## src/design/lsoc_consts.svh

```systemverilog
// ==========================================================
`ifndef LSOC_CONSTS_SVH
`define LSOC_CONSTS_SVH

// ==========================================================
// Transmission characters
`define LSOC_K28_5        8'hBC
`define LSOC_D21_4        8'h95
`define LSOC_D21_5        8'hB5
`define LSOC_D10_2        8'h4A
`define LSOC_D21_2        8'h55
`define LSOC_D31_5        8'hBF
`define LSOC_D5_2         8'h45
`define LSOC_D21_1        8'h35
`define LSOC_D10_4        8'h8A
`define LSOC_D9_2         8'h49
`define LSOC_D21_0        8'h15
`define LSOC_D9_0         8'h09
`define LSOC_D5_0         8'h05
`define LSOC_OS_KMASK     4'h8

// ==========================================================
// Counts
`define LSOC_FILL_MIN     2'h2
`define LSOC_SEQ_MATCH    2'h3
`define LSOC_SH_DATA      2'h2
`define LSOC_SH_CTRL      2'h1
`define LSOC_BLK_LAST     7'h41
`define LSOC_LOCK_GOOD    64
`define LSOC_LOCK_BAD     16

`endif

```

## src/design/lsoc_pkg.sv

```systemverilog
package lsoc_pkg;
    typedef struct packed {
        logic [3:0]  isK;
        logic [31:0] data;
    } lsoc_word_t;

    typedef enum logic [2:0] {
        SEQ_NONE, SEQ_NOS, SEQ_OLS, SEQ_LR, SEQ_LRR, SEQ_LIP, SEQ_LPB, SEQ_LPE
    } lsoc_seq_t;

    typedef enum logic [1:0] {SIG_NONE, SIG_IDLE, SIG_RRDY} lsoc_sig_t;

    typedef enum {TK_FILL, TK_FRAME, TK_SIG, TK_SEQ} lsoc_tkind_t;

    typedef enum {RX_HUNT, RX_LOCK} lsoc_rxst_t;
endpackage

```

## src/design/lsoc_link_os_coding.sv

```systemverilog
`timescale 1ns/1ns
`include "lsoc_consts.svh"
module lsoc_link_os_coding import lsoc_pkg::*; #(
    parameter bit LOOP_SUPPORT  = 1'b1,
    parameter bit FABRIC_PORT   = 1'b0,
    parameter bit TRAIN_SUPPORT = 1'b1,
    parameter int LOCK_GOOD     = `LSOC_LOCK_GOOD,
    parameter int LOCK_BAD      = `LSOC_LOCK_BAD
) (
    input  wire logic        clock,
    input  wire logic        sys_rst,
    input  wire logic        frameValid,
    input  lsoc_word_t       frameWord,
    output logic             frameReady,
    input  lsoc_sig_t        sigReq,
    input  lsoc_seq_t        seqReq,
    input  wire logic [15:0] loopAddr,
    input  wire logic        respSeqMode,
    input  wire logic        txRdNeg,
    output lsoc_word_t       txWord,
    input  wire logic        rxValid,
    input  lsoc_word_t       rxWord,
    output logic             rxIdle,
    output logic             rxRrdy,
    output logic             rxFill,
    output lsoc_seq_t        rxSeq,
    output logic             fwdValid,
    output lsoc_word_t       fwdWord,
    input  wire logic        trainDone,
    input  wire logic        localFecReq,
    input  wire logic        peerFecReq,
    output logic             fecOn,
    input  wire logic [63:0] txBody,
    input  wire logic        txBodyCtl,
    output logic             txBodyTake,
    output logic             serTxBit,
    input  wire logic        serRxBit,
    output logic [65:0]      rxBlk,
    output logic             rxBlkValid,
    output logic             rxLocked
);
    // ==========================================================
    // Ordered set helpers
    function automatic lsoc_word_t osWord(input logic [7:0] c2, c3, c4);
        lsoc_word_t w;
        w.isK  = `LSOC_OS_KMASK;
        w.data = {`LSOC_K28_5, c2, c3, c4};
        return w;
    endfunction

    function automatic logic isOs(input lsoc_word_t w);
        return (w.isK == `LSOC_OS_KMASK) && (w.data[31:24] == `LSOC_K28_5);
    endfunction

    function automatic lsoc_word_t encSeq(input lsoc_seq_t s, input logic [15:0] ad);
        lsoc_word_t w;
        // Only the negative beginning form is ever produced
        case (s)
            SEQ_NOS: w = osWord(`LSOC_D21_2, `LSOC_D31_5, `LSOC_D5_2);
            SEQ_OLS: w = osWord(`LSOC_D21_1, `LSOC_D10_4, `LSOC_D21_2);
            SEQ_LR:  w = osWord(`LSOC_D9_2, `LSOC_D31_5, `LSOC_D9_2);
            SEQ_LRR: w = osWord(`LSOC_D21_1, `LSOC_D31_5, `LSOC_D9_2);
            SEQ_LIP: w = osWord(`LSOC_D21_0, ad[15:8], ad[7:0]);
            SEQ_LPB: w = osWord(`LSOC_D9_0, ad[15:8], ad[7:0]);
            SEQ_LPE: w = osWord(`LSOC_D5_0, ad[15:8], ad[7:0]);
            default: w = osWord(`LSOC_D21_4, `LSOC_D21_5, `LSOC_D21_5);
        endcase
        return w;
    endfunction

    function automatic lsoc_seq_t decSeq(input lsoc_word_t w);
        lsoc_seq_t s;
        s = SEQ_NONE;
        if (isOs(w)) begin
            if (w.data[23:0] == {`LSOC_D21_2, `LSOC_D31_5, `LSOC_D5_2}) s = SEQ_NOS;
            else if (w.data[23:0] == {`LSOC_D21_1, `LSOC_D10_4, `LSOC_D21_2}) s = SEQ_OLS;
            else if (w.data[23:0] == {`LSOC_D9_2, `LSOC_D31_5, `LSOC_D9_2}) s = SEQ_LR;
            else if (w.data[23:0] == {`LSOC_D21_1, `LSOC_D31_5, `LSOC_D9_2}) s = SEQ_LRR;
            else if (LOOP_SUPPORT && w.data[23:16] == `LSOC_D21_0) s = SEQ_LIP;
            else if (LOOP_SUPPORT && w.data[23:16] == `LSOC_D9_0) s = SEQ_LPB;
            else if (LOOP_SUPPORT && w.data[23:16] == `LSOC_D5_0) s = SEQ_LPE;
        end
        return s;
    endfunction

    // Loop families are dropped when loop operation is absent
    function automatic lsoc_seq_t seqAllowed(input lsoc_seq_t s);
        if (!LOOP_SUPPORT && (s == SEQ_LIP || s == SEQ_LPB || s == SEQ_LPE)) begin
            return SEQ_NONE;
        end
        return s;
    endfunction

    function automatic lsoc_seq_t respond(input lsoc_seq_t s);
        case (s)
            SEQ_NOS: return SEQ_OLS;
            SEQ_OLS: return SEQ_LR;
            SEQ_LR:  return SEQ_LRR;
            SEQ_LIP, SEQ_LPB, SEQ_LPE: return s;
            default: return SEQ_NONE;
        endcase
    endfunction

    localparam lsoc_word_t IDLE_W = osWord(`LSOC_D21_4, `LSOC_D21_5, `LSOC_D21_5);
    localparam lsoc_word_t RRDY_W = osWord(`LSOC_D21_4, `LSOC_D10_2, `LSOC_D10_2);

    // ==========================================================
    // Transmit selection
    lsoc_tkind_t txKind_r, txKind_nxt;
    lsoc_word_t  txWord_nxt;
    lsoc_seq_t   seqWant;
    logic [1:0]  fillRun_r, fillRun_nxt, postOwe_r, postOwe_nxt;
    logic        frameReady_nxt;

    always_comb begin
        // A request from the port logic outranks the automatic response
        if (seqAllowed(seqReq) != SEQ_NONE) begin
            seqWant = seqAllowed(seqReq);
        end else if (respSeqMode) begin
            seqWant = respond(rxSeq);
        end else begin
            seqWant = SEQ_NONE;
        end
        if (frameValid && frameReady) begin
            txKind_nxt = TK_FRAME;
            txWord_nxt = frameWord;
        end else if (seqWant != SEQ_NONE && txRdNeg && postOwe_r == 2'h0) begin
            txKind_nxt = TK_SEQ;
            txWord_nxt = encSeq(seqWant, loopAddr);
        end else if (sigReq != SIG_NONE && txRdNeg && fillRun_r == `LSOC_FILL_MIN
                     && postOwe_r == 2'h0) begin
            txKind_nxt = TK_SIG;
            txWord_nxt = (sigReq == SIG_RRDY) ? RRDY_W : IDLE_W;
        end else begin
            // Positive disparity after frame data also lands here
            txKind_nxt = TK_FILL;
            txWord_nxt = IDLE_W;
        end
        if (txKind_nxt != TK_FILL) begin
            fillRun_nxt = 2'h0;
        end else if (fillRun_r == `LSOC_FILL_MIN) begin
            fillRun_nxt = fillRun_r;
        end else begin
            fillRun_nxt = fillRun_r + 2'h1;
        end
        if (txKind_nxt == TK_SIG) begin
            postOwe_nxt = `LSOC_FILL_MIN;
        end else if (txKind_nxt == TK_FILL && postOwe_r != 2'h0) begin
            postOwe_nxt = postOwe_r - 2'h1;
        end else begin
            postOwe_nxt = postOwe_r;
        end
        // Frames also wait out the trailing fill words
        frameReady_nxt = (postOwe_nxt == 2'h0);
    end

    always_ff @(posedge clock) begin
        if (sys_rst) begin
            txKind_r   <= TK_FILL;
            txWord     <= IDLE_W;
            fillRun_r  <= 2'h0;
            postOwe_r  <= 2'h0;
            frameReady <= 1'b1;
        end else begin
            txKind_r   <= txKind_nxt;
            txWord     <= txWord_nxt;
            fillRun_r  <= fillRun_nxt;
            postOwe_r  <= postOwe_nxt;
            frameReady <= frameReady_nxt;
        end
    end

    a_sig_prefill: assert property (@(posedge clock) disable iff (sys_rst)
        txKind_r == TK_SIG |-> $past(txKind_r) == TK_FILL && $past(txKind_r, 2) == TK_FILL)
        else $error("signal not preceded by two fill words");

    a_sig_postfill: assert property (@(posedge clock) disable iff (sys_rst)
        txKind_r == TK_SIG |=> (txKind_r == TK_FILL && txWord == IDLE_W) [*2])
        else $error("signal not followed by two fill words");

    a_os_rdneg: assert property (@(posedge clock) disable iff (sys_rst)
        (txKind_r == TK_SIG || txKind_r == TK_SEQ) |-> $past(txRdNeg))
        else $error("ordered set started at positive disparity");

    a_idle_default: assert property (@(posedge clock) disable iff (sys_rst)
        (!$past(frameValid) && $past(seqReq) == SEQ_NONE && !$past(respSeqMode)
         && $past(sigReq) == SIG_NONE) |-> txWord == IDLE_W)
        else $error("idle not sent while nothing is pending");

    a_seq_repeat: assert property (@(posedge clock) disable iff (sys_rst)
        ($past(seqReq) == SEQ_LR && $past(txRdNeg) && !$past(frameValid) && $past(frameReady))
        |-> txWord == osWord(`LSOC_D9_2, `LSOC_D31_5, `LSOC_D9_2))
        else $error("requested sequence not sent continuously");

    a_frame_hold: assert property (@(posedge clock) disable iff (sys_rst)
        !frameReady |=> txKind_r != TK_FRAME)
        else $error("frame sent while fill words owed");

    a_nos_code: assert property (@(posedge clock) disable iff (sys_rst)
        ($past(seqReq) == SEQ_NOS && $past(txRdNeg && frameReady && !frameValid))
        |-> txWord == osWord(`LSOC_D21_2, `LSOC_D31_5, `LSOC_D5_2))
        else $error("not-operational sequence encoded wrongly");

    // ==========================================================
    // Receive recognition
    lsoc_word_t  last_r, last_nxt, fwdWord_nxt;
    lsoc_seq_t   cand, rxSeq_nxt;
    logic [1:0]  match_r, match_nxt;
    logic        rxIdle_nxt, rxRrdy_nxt, rxFill_nxt, fwdValid_nxt;

    always_comb begin
        cand         = decSeq(rxWord);
        last_nxt     = last_r;
        match_nxt    = match_r;
        rxSeq_nxt    = rxSeq;
        rxIdle_nxt   = 1'b0;
        rxRrdy_nxt   = 1'b0;
        rxFill_nxt   = 1'b0;
        fwdValid_nxt = 1'b0;
        fwdWord_nxt  = fwdWord;
        if (rxValid) begin
            // Signals are taken from a single set, whatever surrounds them
            rxRrdy_nxt = (rxWord == RRDY_W);
            rxIdle_nxt = (rxWord == IDLE_W);
            rxFill_nxt = isOs(rxWord) && cand == SEQ_NONE && !rxRrdy_nxt;
            if (cand != SEQ_NONE && rxWord == last_r) begin
                if (match_r != `LSOC_SEQ_MATCH) begin
                    match_nxt = match_r + 2'h1;
                end
            end else if (cand != SEQ_NONE) begin
                match_nxt = 2'h1;
            end else begin
                match_nxt = 2'h0;
            end
            last_nxt = rxWord;
            if (match_nxt == `LSOC_SEQ_MATCH) begin
                rxSeq_nxt = cand;
            end else if (match_nxt != match_r + 2'h1 || cand == SEQ_NONE) begin
                rxSeq_nxt = SEQ_NONE;
            end
            // Sequences from the node port stop here on a fabric port
            fwdValid_nxt = !(FABRIC_PORT && cand != SEQ_NONE);
            fwdWord_nxt  = rxWord;
        end
    end

    always_ff @(posedge clock) begin
        if (sys_rst) begin
            last_r   <= IDLE_W;
            match_r  <= 2'h0;
            rxSeq    <= SEQ_NONE;
            rxIdle   <= 1'b0;
            rxRrdy   <= 1'b0;
            rxFill   <= 1'b0;
            fwdValid <= 1'b0;
            fwdWord  <= IDLE_W;
        end else begin
            last_r   <= last_nxt;
            match_r  <= match_nxt;
            rxSeq    <= rxSeq_nxt;
            rxIdle   <= rxIdle_nxt;
            rxRrdy   <= rxRrdy_nxt;
            rxFill   <= rxFill_nxt;
            fwdValid <= fwdValid_nxt;
            fwdWord  <= fwdWord_nxt;
        end
    end

    a_rrdy_detect: assert property (@(posedge clock) disable iff (sys_rst)
        (rxValid && rxWord == RRDY_W) |=> rxRrdy && !rxFill)
        else $error("receiver ready set not recognized");

    a_unknown_fill: assert property (@(posedge clock) disable iff (sys_rst)
        (rxValid && isOs(rxWord) && decSeq(rxWord) == SEQ_NONE && rxWord != RRDY_W)
        |=> rxFill)
        else $error("unrecognized ordered set not handled as fill");

    a_seq_three: assert property (@(posedge clock) disable iff (sys_rst)
        (rxSeq != SEQ_NONE && $past(rxSeq) == SEQ_NONE)
        |-> $past(rxValid) && $past(last_r) == $past(rxWord) && match_r == `LSOC_SEQ_MATCH)
        else $error("sequence recognized before three matches");

    a_seq_restart: assert property (@(posedge clock) disable iff (sys_rst)
        (rxValid && !isOs(rxWord)) |=> match_r == 2'h0 && rxSeq == SEQ_NONE)
        else $error("data did not restart sequence matching");

    a_fabric_drop: assert property (@(posedge clock) disable iff (sys_rst)
        (FABRIC_PORT && rxValid && decSeq(rxWord) != SEQ_NONE) |=> !fwdValid)
        else $error("fabric port forwarded a primitive sequence");

    a_idle_detect: assert property (@(posedge clock) disable iff (sys_rst)
        (rxValid && rxWord == IDLE_W) |=> rxIdle && rxFill)
        else $error("idle set not recognized as fill");

    a_rx_quiet: assert property (@(posedge clock) disable iff (sys_rst)
        !rxValid |=> !rxIdle && !rxRrdy && !rxFill && !fwdValid && $stable(rxSeq))
        else $error("receive outputs changed without a valid word");

    a_fwd_copy: assert property (@(posedge clock) disable iff (sys_rst)
        (rxValid && decSeq(rxWord) == SEQ_NONE) |=> fwdValid && fwdWord == $past(rxWord))
        else $error("received word not copied onward");

    a_seq_level: assert property (@(posedge clock) disable iff (sys_rst)
        (match_r == `LSOC_SEQ_MATCH) == (rxSeq != SEQ_NONE))
        else $error("recognized sequence out of step with match count");

    // ==========================================================
    // Error correction agreement
    logic fecOn_nxt;

    always_comb begin
        // Both directions follow one agreed decision
        fecOn_nxt = TRAIN_SUPPORT && trainDone && localFecReq && peerFecReq;
    end

    always_ff @(posedge clock) begin
        if (sys_rst) begin
            fecOn <= 1'b0;
        end else begin
            fecOn <= fecOn_nxt;
        end
    end

    a_fec_train: assert property (@(posedge clock) disable iff (sys_rst)
        fecOn |-> TRAIN_SUPPORT && $past(trainDone) && $past(localFecReq && peerFecReq))
        else $error("error correction enabled without agreement");

    a_fec_refuse: assert property (@(posedge clock) disable iff (sys_rst)
        !(localFecReq && peerFecReq) |=> !fecOn)
        else $error("error correction enabled without both requests");

    // ==========================================================
    // 66-bit word path
    lsoc_blk_serdes #(
        .LOCK_GOOD (LOCK_GOOD),
        .LOCK_BAD  (LOCK_BAD)
    ) uBlk (
        .clock      (clock),
        .sys_rst    (sys_rst),
        .txBody     (txBody),
        .txBodyCtl  (txBodyCtl),
        .txBodyTake (txBodyTake),
        .txBit      (serTxBit),
        .rxBit      (serRxBit),
        .rxBlk      (rxBlk),
        .rxBlkValid (rxBlkValid),
        .rxLocked   (rxLocked)
    );
endmodule

```

## src/design/lsoc_blk_serdes.sv

```systemverilog
`timescale 1ns/1ns
`include "lsoc_consts.svh"
module lsoc_blk_serdes import lsoc_pkg::*; #(
    parameter int LOCK_GOOD = `LSOC_LOCK_GOOD,
    parameter int LOCK_BAD  = `LSOC_LOCK_BAD
) (
    input  wire logic        clock,
    input  wire logic        sys_rst,
    input  wire logic [63:0] txBody,
    input  wire logic        txBodyCtl,
    output logic             txBodyTake,
    output logic             txBit,
    input  wire logic        rxBit,
    output logic [65:0]      rxBlk,
    output logic             rxBlkValid,
    output logic             rxLocked
);
    localparam int CW = $clog2(LOCK_GOOD + 1);

    // ==========================================================
    // Transmit serializer
    logic [65:0] txSh_r, txSh_nxt;
    logic [6:0]  txCnt_r, txCnt_nxt;
    logic        txBit_nxt, txTake_nxt;

    always_comb begin
        txCnt_nxt  = (txCnt_r == `LSOC_BLK_LAST) ? 7'h00 : txCnt_r + 7'h01;
        txTake_nxt = (txCnt_r == 7'h00);
        txBit_nxt  = txSh_r[0];
        if (txCnt_r == 7'h00) begin
            // Body arrives already scrambled; header is appended clear
            txSh_nxt = {txBody, txBodyCtl ? `LSOC_SH_CTRL : `LSOC_SH_DATA};
        end else begin
            txSh_nxt = {1'b0, txSh_r[65:1]};
        end
    end

    always_ff @(posedge clock) begin
        if (sys_rst) begin
            txSh_r     <= 66'h0;
            txCnt_r    <= 7'h00;
            txBit      <= 1'b0;
            txBodyTake <= 1'b0;
        end else begin
            txSh_r     <= txSh_nxt;
            txCnt_r    <= txCnt_nxt;
            txBit      <= txBit_nxt;
            txBodyTake <= txTake_nxt;
        end
    end

    a_hdr_valid: assert property (@(posedge clock) disable iff (sys_rst)
        txBodyTake |-> txSh_r[0] != txSh_r[1])
        else $error("loaded word has an invalid sync header");

    a_lsb_first: assert property (@(posedge clock) disable iff (sys_rst)
        txBodyTake |=> txBit == $past(txSh_r[0]) ##1 txBit == $past(txSh_r[1], 2))
        else $error("word not sent least significant bit first");

    // ==========================================================
    // Receive word alignment
    logic       rxS1_r, rxS2_r;
    logic [65:0] rxSr_r, rxSr_nxt, rxBlk_nxt;
    logic [6:0]  rxCnt_r, rxCnt_nxt;
    logic [CW-1:0] good_r, good_nxt;
    lsoc_rxst_t  rxSt_r, rxSt_nxt;
    logic        hdrOk, evalNow, rxBlkValid_nxt, rxLocked_nxt;

    always_comb begin
        rxSr_nxt       = {rxS2_r, rxSr_r[65:1]};
        evalNow        = (rxCnt_r == 7'h00);
        hdrOk          = rxSr_r[0] ^ rxSr_r[1];
        rxCnt_nxt      = (rxCnt_r == `LSOC_BLK_LAST) ? 7'h00 : rxCnt_r + 7'h01;
        rxSt_nxt       = rxSt_r;
        good_nxt       = good_r;
        rxBlk_nxt      = rxBlk;
        rxBlkValid_nxt = 1'b0;
        if (evalNow) begin
            case (rxSt_r)
                RX_HUNT: begin
                    if (!hdrOk) begin
                        // Hold the count so the boundary moves one bit
                        rxCnt_nxt = 7'h00;
                        good_nxt  = '0;
                    end else if (good_r == CW'(LOCK_GOOD - 1)) begin
                        rxSt_nxt = RX_LOCK;
                        good_nxt = '0;
                    end else begin
                        good_nxt = good_r + 1'b1;
                    end
                end
                RX_LOCK: begin
                    rxBlk_nxt      = rxSr_r;
                    rxBlkValid_nxt = 1'b1;
                    if (hdrOk) begin
                        good_nxt = '0;
                    end else if (good_r == CW'(LOCK_BAD - 1)) begin
                        rxSt_nxt = RX_HUNT;
                        good_nxt = '0;
                    end else begin
                        good_nxt = good_r + 1'b1;
                    end
                end
                default: rxSt_nxt = RX_HUNT;
            endcase
        end
        rxLocked_nxt = (rxSt_nxt == RX_LOCK);
    end

    always_ff @(posedge clock) begin
        if (sys_rst) begin
            rxS1_r     <= 1'b0;
            rxS2_r     <= 1'b0;
            rxSr_r     <= 66'h0;
            rxCnt_r    <= 7'h00;
            good_r     <= '0;
            rxSt_r     <= RX_HUNT;
            rxBlk      <= 66'h0;
            rxBlkValid <= 1'b0;
            rxLocked   <= 1'b0;
        end else begin
            rxS1_r     <= rxBit;
            rxS2_r     <= rxS1_r;
            rxSr_r     <= rxSr_nxt;
            rxCnt_r    <= rxCnt_nxt;
            good_r     <= good_nxt;
            rxSt_r     <= rxSt_nxt;
            rxBlk      <= rxBlk_nxt;
            rxBlkValid <= rxBlkValid_nxt;
            rxLocked   <= rxLocked_nxt;
        end
    end

    a_hunt_slip: assert property (@(posedge clock) disable iff (sys_rst)
        (rxSt_r == RX_HUNT && evalNow && !hdrOk) |=> rxCnt_r == 7'h00 && !rxLocked)
        else $error("hunting aligner did not slip on a bad header");
endmodule

```

## config.mk

```make
export PLATFORM = sky130hd
export DESIGN_NAME = lsoc_link_os_coding
export DESIGN_NICKNAME = d
export VERILOG_FILES = /design/src/design/lsoc_pkg.sv /design/src/design/lsoc_link_os_coding.sv /design/src/design/lsoc_blk_serdes.sv
export VERILOG_INCLUDE_DIRS = /design/src /design/src/design
export SDC_FILE = /design/constraint.sdc
export NUM_CORES = 1
export LEC_CHECK = 0
export ABC_AREA = 0
export ABC_CLOCK_PERIOD_IN_PS = 5450
export BUFFER_PORTS_ARGS = -buffer_cell sky130_fd_sc_hd__buf_4
export CAP_MARGIN = 0
export CORE_MARGIN = 1
export CORE_UTILIZATION = 45
export DETAILED_ROUTE_END_ITERATION = 6
export PLACE_DENSITY = 0.76
export SETUP_SLACK_MARGIN = 0.2
export SLEW_MARGIN = 10
export SYNTH_ARGS = -nofsm -noshare
export SYNTH_HDL_FRONTEND = slang
export SYNTH_SLANG_ARGS = --single-unit
```

## constraint.sdc

```tcl
create_clock -name clock -period 5.45 [get_ports clock]
set_clock_uncertainty 0.1 [all_clocks]
set_input_delay 1.09 -clock clock [delete_from_list [all_inputs] [get_ports clock]]
set_output_delay 1.09 -clock clock [all_outputs]
set_load 0.01 [all_outputs]
```

# After elaboration in Yosys (flattened, before gate mapping)
# Cells that the tools add are included.
[totals]
reg_bits = 344
word_cells = 160
out_inout_bits = 151
in_bits = 168
[op_classes]
reduce_logical = 39
muxes = 46
addsub = 6
n_bitwise = 4
n_eq_ne = 37
[ops]
columns = ["op", "n"]
rows = [
  ["one-hot mux 24 bit (7 select lines)", 1],
  ["two-way mux 32 bit", 5],
  ["== test 36 bit (second input constant)", 2],
  ["two-way mux 36 bit", 2],
  ["two-way mux 65 bit", 1],
  ["logical NOT 32 bit", 2],
  ["one-hot mux 32 bit (2 select lines)", 1],
  ["two-way mux 7 bit", 8],
  ["== test 24 x 22 -> 1 bit (second input constant)", 2],
  ["== test 24 x 23 -> 1 bit (second input constant)", 2],
  ["== test 36 bit", 1],
  ["two-way mux 3 bit", 12],
  ["== test 32 x 1 -> 1 bit (second input constant)", 1],
  ["== test 32 x 2 -> 1 bit (second input constant)", 1],
  ["== test 32 x 3 -> 1 bit (second input constant)", 1],
  ["two-way mux 16 bit", 2],
  ["nonzero test 32 bit", 1],
  ["adder 7 x 1 -> 7 bit (second input constant)", 3],
  ["== test 3 bit (second input constant)", 7],
  ["two-way mux 2 bit", 9],
  ["== test 7 bit (second input constant)", 2],
  ["logical NOT 7 bit", 2],
  ["one-hot mux 7 bit (2 select lines)", 1],
  ["logical AND 1 bit", 13],
  ["other kinds (27)", 50],
]

# Logic depth before layout (Yosys ltp)
[depth]
word_depth = 17
depth_mapped = 8
depth_no_buf = 7

# Hierarchy
# From an unflattened synthesis, not the netlist that was laid out.
[hier_totals]
cells_unflattened = 1402
area_unflattened_um2 = 12836.1
[modules_own_cells]
columns = ["mod", "n_inst", "cells_each", "area_each_um2", "seq_area_each_um2"]
rows = [
  ["lsoc_blk_serdes", 1, 941, 8560.7, 5144.9],
  ["lsoc_link_os_coding", 1, 461, 4275.4, 1741.7],
]

# Worst setup path before layout
# Ideal clock, no wire load.
[synth_timing]
path_kind = "input -> register"
start = "input rxWord[30] (netlist name)"
end = "register rxFill"
t_arrival_ns = 2.735
n_path_buf = 0
stages = 5
path_slack_ns = 2.487
setup_ns = 0.127
required_time_ns = 5.223
cell_sequence = "nor4b_1 -> nand3_1 -> or4_1 -> or4_1 -> nor4bb_1"
[synth_via]
elab_chain_cells = 6
word_cells_on_any_way = 8
classes_between = "2 x eq/ne; 1 x mux; 5 x reduce/logical"
[synth_lines]
columns = ["element", "line_no", "source"]
rows = [
  ["from (decl)", "lsoc_link_os_coding.sv:22", "input lsoc_word_t rxWord,"],
  ["== test 8 bit (no source line)", "--", ""],
  ["logical AND 1 bit", "lsoc_link_os_coding.sv:52", "return (w.isK == `LSOC_OS_KMASK) && (w.data[31:24] == `LSOC_K28_5);"],
  ["two-way mux 3 bit", "lsoc_link_os_coding.sv:74", "if (isOs(w)) begin"],
  ["logical NOT 3 bit", "lsoc_link_os_coding.sv:225", "rxFill_nxt = isOs(rxWord) && cand == SEQ_NONE && !rxRrdy_nxt;"],
  ["logical AND 1 bit", "lsoc_link_os_coding.sv:225", ""],
  ["logical AND 1 bit (*)", "lsoc_link_os_coding.sv:225", ""],
  ["to (signal assigned)", "lsoc_link_os_coding.sv:263", "rxFill <= rxFill_nxt;"],
  ["to (decl)", "lsoc_link_os_coding.sv:25", "output logic rxFill,"],
]
# Every way passes the cells marked *; elsewhere a longest branch is shown, timed or not.
# A chain may end at the register's enable or synchronous reset.

# Worst setup path in the final report
[layout_timing]
start = "input seqReq[1]"
end = "register txWord[3] (netlist name)"
[layout_via]
elab_chain_cells = 7
word_cells_on_any_way = 15
classes_between = "7 x eq/ne; 4 x mux; 4 x reduce/logical"
[layout_lines]
columns = ["element", "line_no", "source"]
rows = [
  ["from (decl)", "lsoc_link_os_coding.sv:16", "input lsoc_seq_t seqReq,"],
  ["nonzero test 3 bit", "lsoc_link_os_coding.sv:117", "if (seqAllowed(seqReq) != SEQ_NONE) begin"],
  ["two-way mux 3 bit (*)", "lsoc_link_os_coding.sv:117", ""],
  ["parallel branches: the longest is 3 deep, another holds one-hot mux 24 bit (7 select lines)", "--", ""],
  ["two-way mux 36 bit (*)", "lsoc_link_os_coding.sv:127", "end else if (seqWant != SEQ_NONE && txRdNeg && postOwe_r == 2'h0) begin"],
  ["two-way mux 36 bit (*)", "lsoc_link_os_coding.sv:124", "if (frameValid && frameReady) begin"],
  ["to (signal assigned)", "lsoc_link_os_coding.sv:166", "txWord <= txWord_nxt;"],
  ["to (decl)", "lsoc_link_os_coding.sv:20", "output lsoc_word_t txWord,"],
]
# Mark *: on every way between the ends.

==> metrics.txt <==
# TYPE chip_impl_metric gauge
chip_impl_info{name="run_status",value="finished clean"} 1
chip_impl_metric{name="cts_made_buffers",unit=""} 36
chip_impl_metric{name="synthesis.instances",unit=""} 1388
chip_impl_metric{name="die_boundary_height",unit="um"} 169
chip_impl_info{name="crit_path_end_kind",value="register"} 1
chip_impl_metric{name="antenna_violating_nets_post_route",unit=""} 0
chip_impl_info{name="most_instantiated_flip_flop_cell_in_the_synthesis_netlist",value="sky130_fd_sc_hd__dfxtp_1"} 1
chip_impl_info{name="hold_crit_class",value="register to register"} 1
chip_impl_metric{name="cts_hold_buffers",unit=""} 0
chip_impl_metric{name="drc",unit=""} 0
chip_impl_metric{name="cts.sink_count",unit=""} 344
chip_impl_info{name="rsz_0062_raised_after_global_routing",value="false"} 1
chip_impl_metric{name="avgSynthCellArea",unit="um^2"} 9.04
chip_impl_metric{name="instances_no_fill",unit=""} 2077
chip_impl_metric{name="number_of_different_library_cells_in_the_post_synthesis_netlist",unit=""} 65
chip_impl_metric{name="synth_fp_nets",unit=""} 1567
chip_impl_metric{name="grt_max_degree",unit=""} 84
chip_impl_metric{name="relSlewSlack",unit=""} 0.273
chip_impl_metric{name="drive_above_1_share",unit=""} 0.239
chip_impl_metric{name="power.share.sequential",unit=""} 0.474
chip_impl_metric{name="synth_seq_area_share",unit=""} 0.549
chip_impl_info{name="worstSetupPathType",value="input port to register"} 1
chip_impl_metric{name="finalNetCount",unit=""} 1858
chip_impl_metric{name="clk_transition_reported_paths",unit="ns"} 0.06
chip_impl_metric{name="combinationalPowerShare",unit=""} 0.092
chip_impl_metric{name="drt_pass1_iterations",unit=""} 5
chip_impl_metric{name="final-hold-violation-count",unit=""} 0
chip_impl_metric{name="gp_congestion",unit=""} 0.854
chip_impl_metric{name="clock_power_share",unit=""} 0.434
chip_impl_metric{name="timing.critical_path.arrival",unit="ns"} 3.26
chip_impl_metric{name="htreeDepth",unit=""} 2
chip_impl_metric{name="maxCapViolCount",unit=""} 0
chip_impl_metric{name="finalSetupTns",unit="ns"} 0
chip_impl_metric{name="asyncSetResetFlopFracSynth",unit=""} 0
chip_impl_metric{name="edff_count_synth",unit=""} 0
chip_impl_metric{name="globalRouteTotalUtil",unit=""} 0.215
chip_impl_metric{name="synth.cell_area",unit="um^2"} 12600
chip_impl_metric{name="io-pin-count",unit=""} 319
chip_impl_metric{name="initial_utilization",unit=""} 0.462
chip_impl_metric{name="cts_repair_resize_count",unit=""} 0
chip_impl_metric{name="maximum_clock_frequency",unit="MHz"} 339
chip_impl_metric{name="core",unit="um^2"} 27200
chip_impl_metric{name="post_cts_buffers",unit=""} 0
chip_impl_metric{name="vias_per_cell",unit=""} 5.05
chip_impl_metric{name="required",unit="ns"} 5.76
chip_impl_metric{name="clock_latency",unit="ns"} 0.52
chip_impl_metric{name="grt.overflow.total",unit=""} 0
chip_impl_metric{name="via_count",unit=""} 10488
chip_impl_metric{name="power.static_leakage",unit="uW"} 0.00687
chip_impl_metric{name="setup_viol",unit=""} 0
chip_impl_metric{name="dpl.hpwl",unit="um"} 21600
chip_impl_metric{name="detail_route.iter0.violations",unit=""} 515
chip_impl_metric{name="total_switching_power",unit="uW"} 1320
chip_impl_metric{name="cell_internal_power",unit="uW"} 4280
chip_impl_info{name="crit_path_start_kind",value="input port"} 1
chip_impl_metric{name="warning_count_from_the_yosys_run",unit=""} 0
chip_impl_metric{name="drv_slew",unit=""} 0
chip_impl_metric{name="synthToLayoutAreaGrowth",unit="%"} 30.6
chip_impl_metric{name="ys_ff_latch",unit=""} 344
chip_impl_metric{name="post-route-min-period",unit="ns"} 2.95
chip_impl_metric{name="power.density",unit="nW/um^2"} 341
chip_impl_metric{name="power",unit="uW"} 5600
chip_impl_metric{name="die_x",unit="um"} 169
chip_impl_info{name="layout.cells.most_common",value="sky130_fd_sc_hd__dfxtp_1"} 1
chip_impl_metric{name="final_min_period_over_clock_period",unit=""} 0.541
chip_impl_info{name="ctsRootBufferMaster",value="sky130_fd_sc_hd__clkbuf_16"} 1
chip_impl_metric{name="port_buffers",unit=""} 318
chip_impl_metric{name="grt_antenna_before_repair",unit=""} 0
chip_impl_metric{name="wire_length_per_cell",unit="um"} 15.0
chip_impl_metric{name="clock_path_buffers",unit=""} 3
chip_impl_metric{name="hold_ws",unit="ns"} 0.314
chip_impl_info{name="most-common-layout-cells",value="sky130_fd_sc_hd__dfxtp_1 (344), sky130_fd_sc_hd__buf_4 (324), sky130_fd_sc_hd__nand2_1 (310), sky130_fd_sc_hd__a21oi_1 (155)"} 1
chip_impl_metric{name="antennaDiodeCount",unit=""} 0
chip_impl_metric{name="global_route_wire_length_before_repair",unit="um"} 50400
chip_impl_metric{name="die_area",unit="um^2"} 28600
chip_impl_metric{name="rows",unit=""} 60
chip_impl_metric{name="wirelength",unit="um"} 31200
chip_impl_metric{name="tightestPinTransition",unit="ns"} 1.09
chip_impl_metric{name="swShare",unit=""} 0.235
chip_impl_metric{name="dp_cells",unit=""} 2013
chip_impl_info{name="clock_tree_from_tritoncts",value="built"} 1
chip_impl_metric{name="vdd_ir_drop_max",unit="uV"} 265
chip_impl_metric{name="first_global_vias",unit=""} 10243
chip_impl_metric{name="critical_path_peak_fanout",unit=""} 12
## synth_stat cells (3+ instances only)
cell | number | share of area
sky130_fd_sc_hd__buf_2 | 6 | 0.0024
sky130_fd_sc_hd__a21oi_1 | 155 | 0.062
sky130_fd_sc_hd__and3_1 | 13 | 0.0065
sky130_fd_sc_hd__nor4_1 | 28 | 0.014
sky130_fd_sc_hd__buf_1 | 8 | 0.0024
sky130_fd_sc_hd__nand4_1 | 6 | 0.0030
sky130_fd_sc_hd__dfxtp_1 | 344 | 0.55
sky130_fd_sc_hd__nor2b_1 | 70 | 0.035
sky130_fd_sc_hd__o21ai_0 | 20 | 0.0080
sky130_fd_sc_hd__o22ai_1 | 4 | 0.0020
sky130_fd_sc_hd__o211ai_1 | 5 | 0.0030
sky130_fd_sc_hd__inv_1 | 20 | 0.0060
sky130_fd_sc_hd__ha_1 | 11 | 0.011
sky130_fd_sc_hd__xnor2_1 | 11 | 0.0077
sky130_fd_sc_hd__a21o_1 | 6 | 0.0036
sky130_fd_sc_hd__nor4bb_1 | 5 | 0.0040
sky130_fd_sc_hd__clkbuf_1 | 58 | 0.017
sky130_fd_sc_hd__nor3_1 | 12 | 0.0048
sky130_fd_sc_hd__nand2_1 | 311 | 0.093
sky130_fd_sc_hd__and2_1 | 33 | 0.016
sky130_fd_sc_hd__or3_1 | 10 | 0.0050
sky130_fd_sc_hd__or4_1 | 3 | 0.0018
sky130_fd_sc_hd__nor2_1 | 70 | 0.021
sky130_fd_sc_hd__a2111oi_0 | 3 | 0.0021
sky130_fd_sc_hd__mux2i_1 | 40 | 0.032
sky130_fd_sc_hd__xor2_1 | 46 | 0.032
sky130_fd_sc_hd__a31oi_1 | 6 | 0.0030
sky130_fd_sc_hd__nand2b_1 | 15 | 0.0075
sky130_fd_sc_hd__nand3b_1 | 4 | 0.0024
sky130_fd_sc_hd__nand3_1 | 18 | 0.0072
## worst max-delay path: stages
cell and delay [ns]:
sky130_fd_sc_hd__buf_4 0.12, sky130_fd_sc_hd__nand2b_1 0.19, sky130_fd_sc_hd__o41ai_1 0.52, sky130_fd_sc_hd__a311oi_2 0.22, sky130_fd_sc_hd__a21oi_1 0.60, sky130_fd_sc_hd__nor3_1 0.21, sky130_fd_sc_hd__a211o_1 0.31
## power by group through the flow
stage                     combinational [uW]  clock (uW)  sequential, uW
after floorplan                          251           0            2720
after global placement                   506           0            2710
after detailed placement                 515           0            2710
after CTS                                517        2480            2650
after global routing                     571        2590            2660
final                                    516        2430            2650
## area by class of cell
cell class              instances  area, um^2
flip-flops and latches        344        6890
repair buffers                325        2440
multi-input cells             952        5330
clock buffers                  48        1080
fillers                      2432       10800
well taps                     372         465
inverters                      20        75.1
clock inverters                16         119
## metal layers
metal  track usage  wire (um)  up-vias
li1              -          -     5219
met1         0.270      13600     4880
met2         0.356      14400      328
met3        0.0610       2420       61
met4        0.0732        793        0
met5             0          0        -
## worst paths after layout
check        cells past startpoint              startpoint  slack (ns)                endpoint
min                              1  uBlk.rxS1_r$_SDFF_PP0_        0.31  uBlk.rxS2_r$_SDFF_PP0_
max                              7               seqReq[1]        2.50    txWord[3]$_SDFF_PP0_
max reg2reg                      6   rxSeq[0]$_SDFFE_PP0P_        2.67   txWord[12]$_SDFF_PP1_
min reg2reg                      1  uBlk.rxS1_r$_SDFF_PP0_        0.31  uBlk.rxS2_r$_SDFF_PP0_
## metrics by stage
stage | cell area, um^2 | worst slack (ns) | util
6_report | 16400 | 2.50 | 0.603
4_1_cts | 16400 | 2.14 | 0.603
5_1_grt | 16400 | 2.31 | 0.603
3_5_place_dp | 15200 | 1.57 | 0.559
2_1_floorplan | 12600 | 2.49 | -
3_3_place_gp | 15200 | 1.78 | 0.559
## cells by family (layout without fill, tap and decap cells)
kind of cell / after synthesis / after routing / synth area share
flops: 344 / 344 / 0.549
xor+xnor: 57 / 57 / 0.0398
simple gates: 621 / 621 / 0.239
compound gates: 223 / 223 / 0.101
fa+ha+maj: 11 / 11 / 0.0110
mux: 40 / 40 / 0.0319
buf+inv: 92 / 409 / 0.0281
## flip-flops by register name, summed over array words and instances, names as in the netlist, 3 cells and up
name,count
uBlk.rxCnt_r,7
uBlk.rxBlk,66
uBlk.good_r,7
rxSeq,3
uBlk.rxSr_r,66
uBlk.rxSt_r,32
last_r,36
txWord,36
uBlk.txCnt_r,7
uBlk.txSh_r,66
Power figures use the tool's default switching activity.
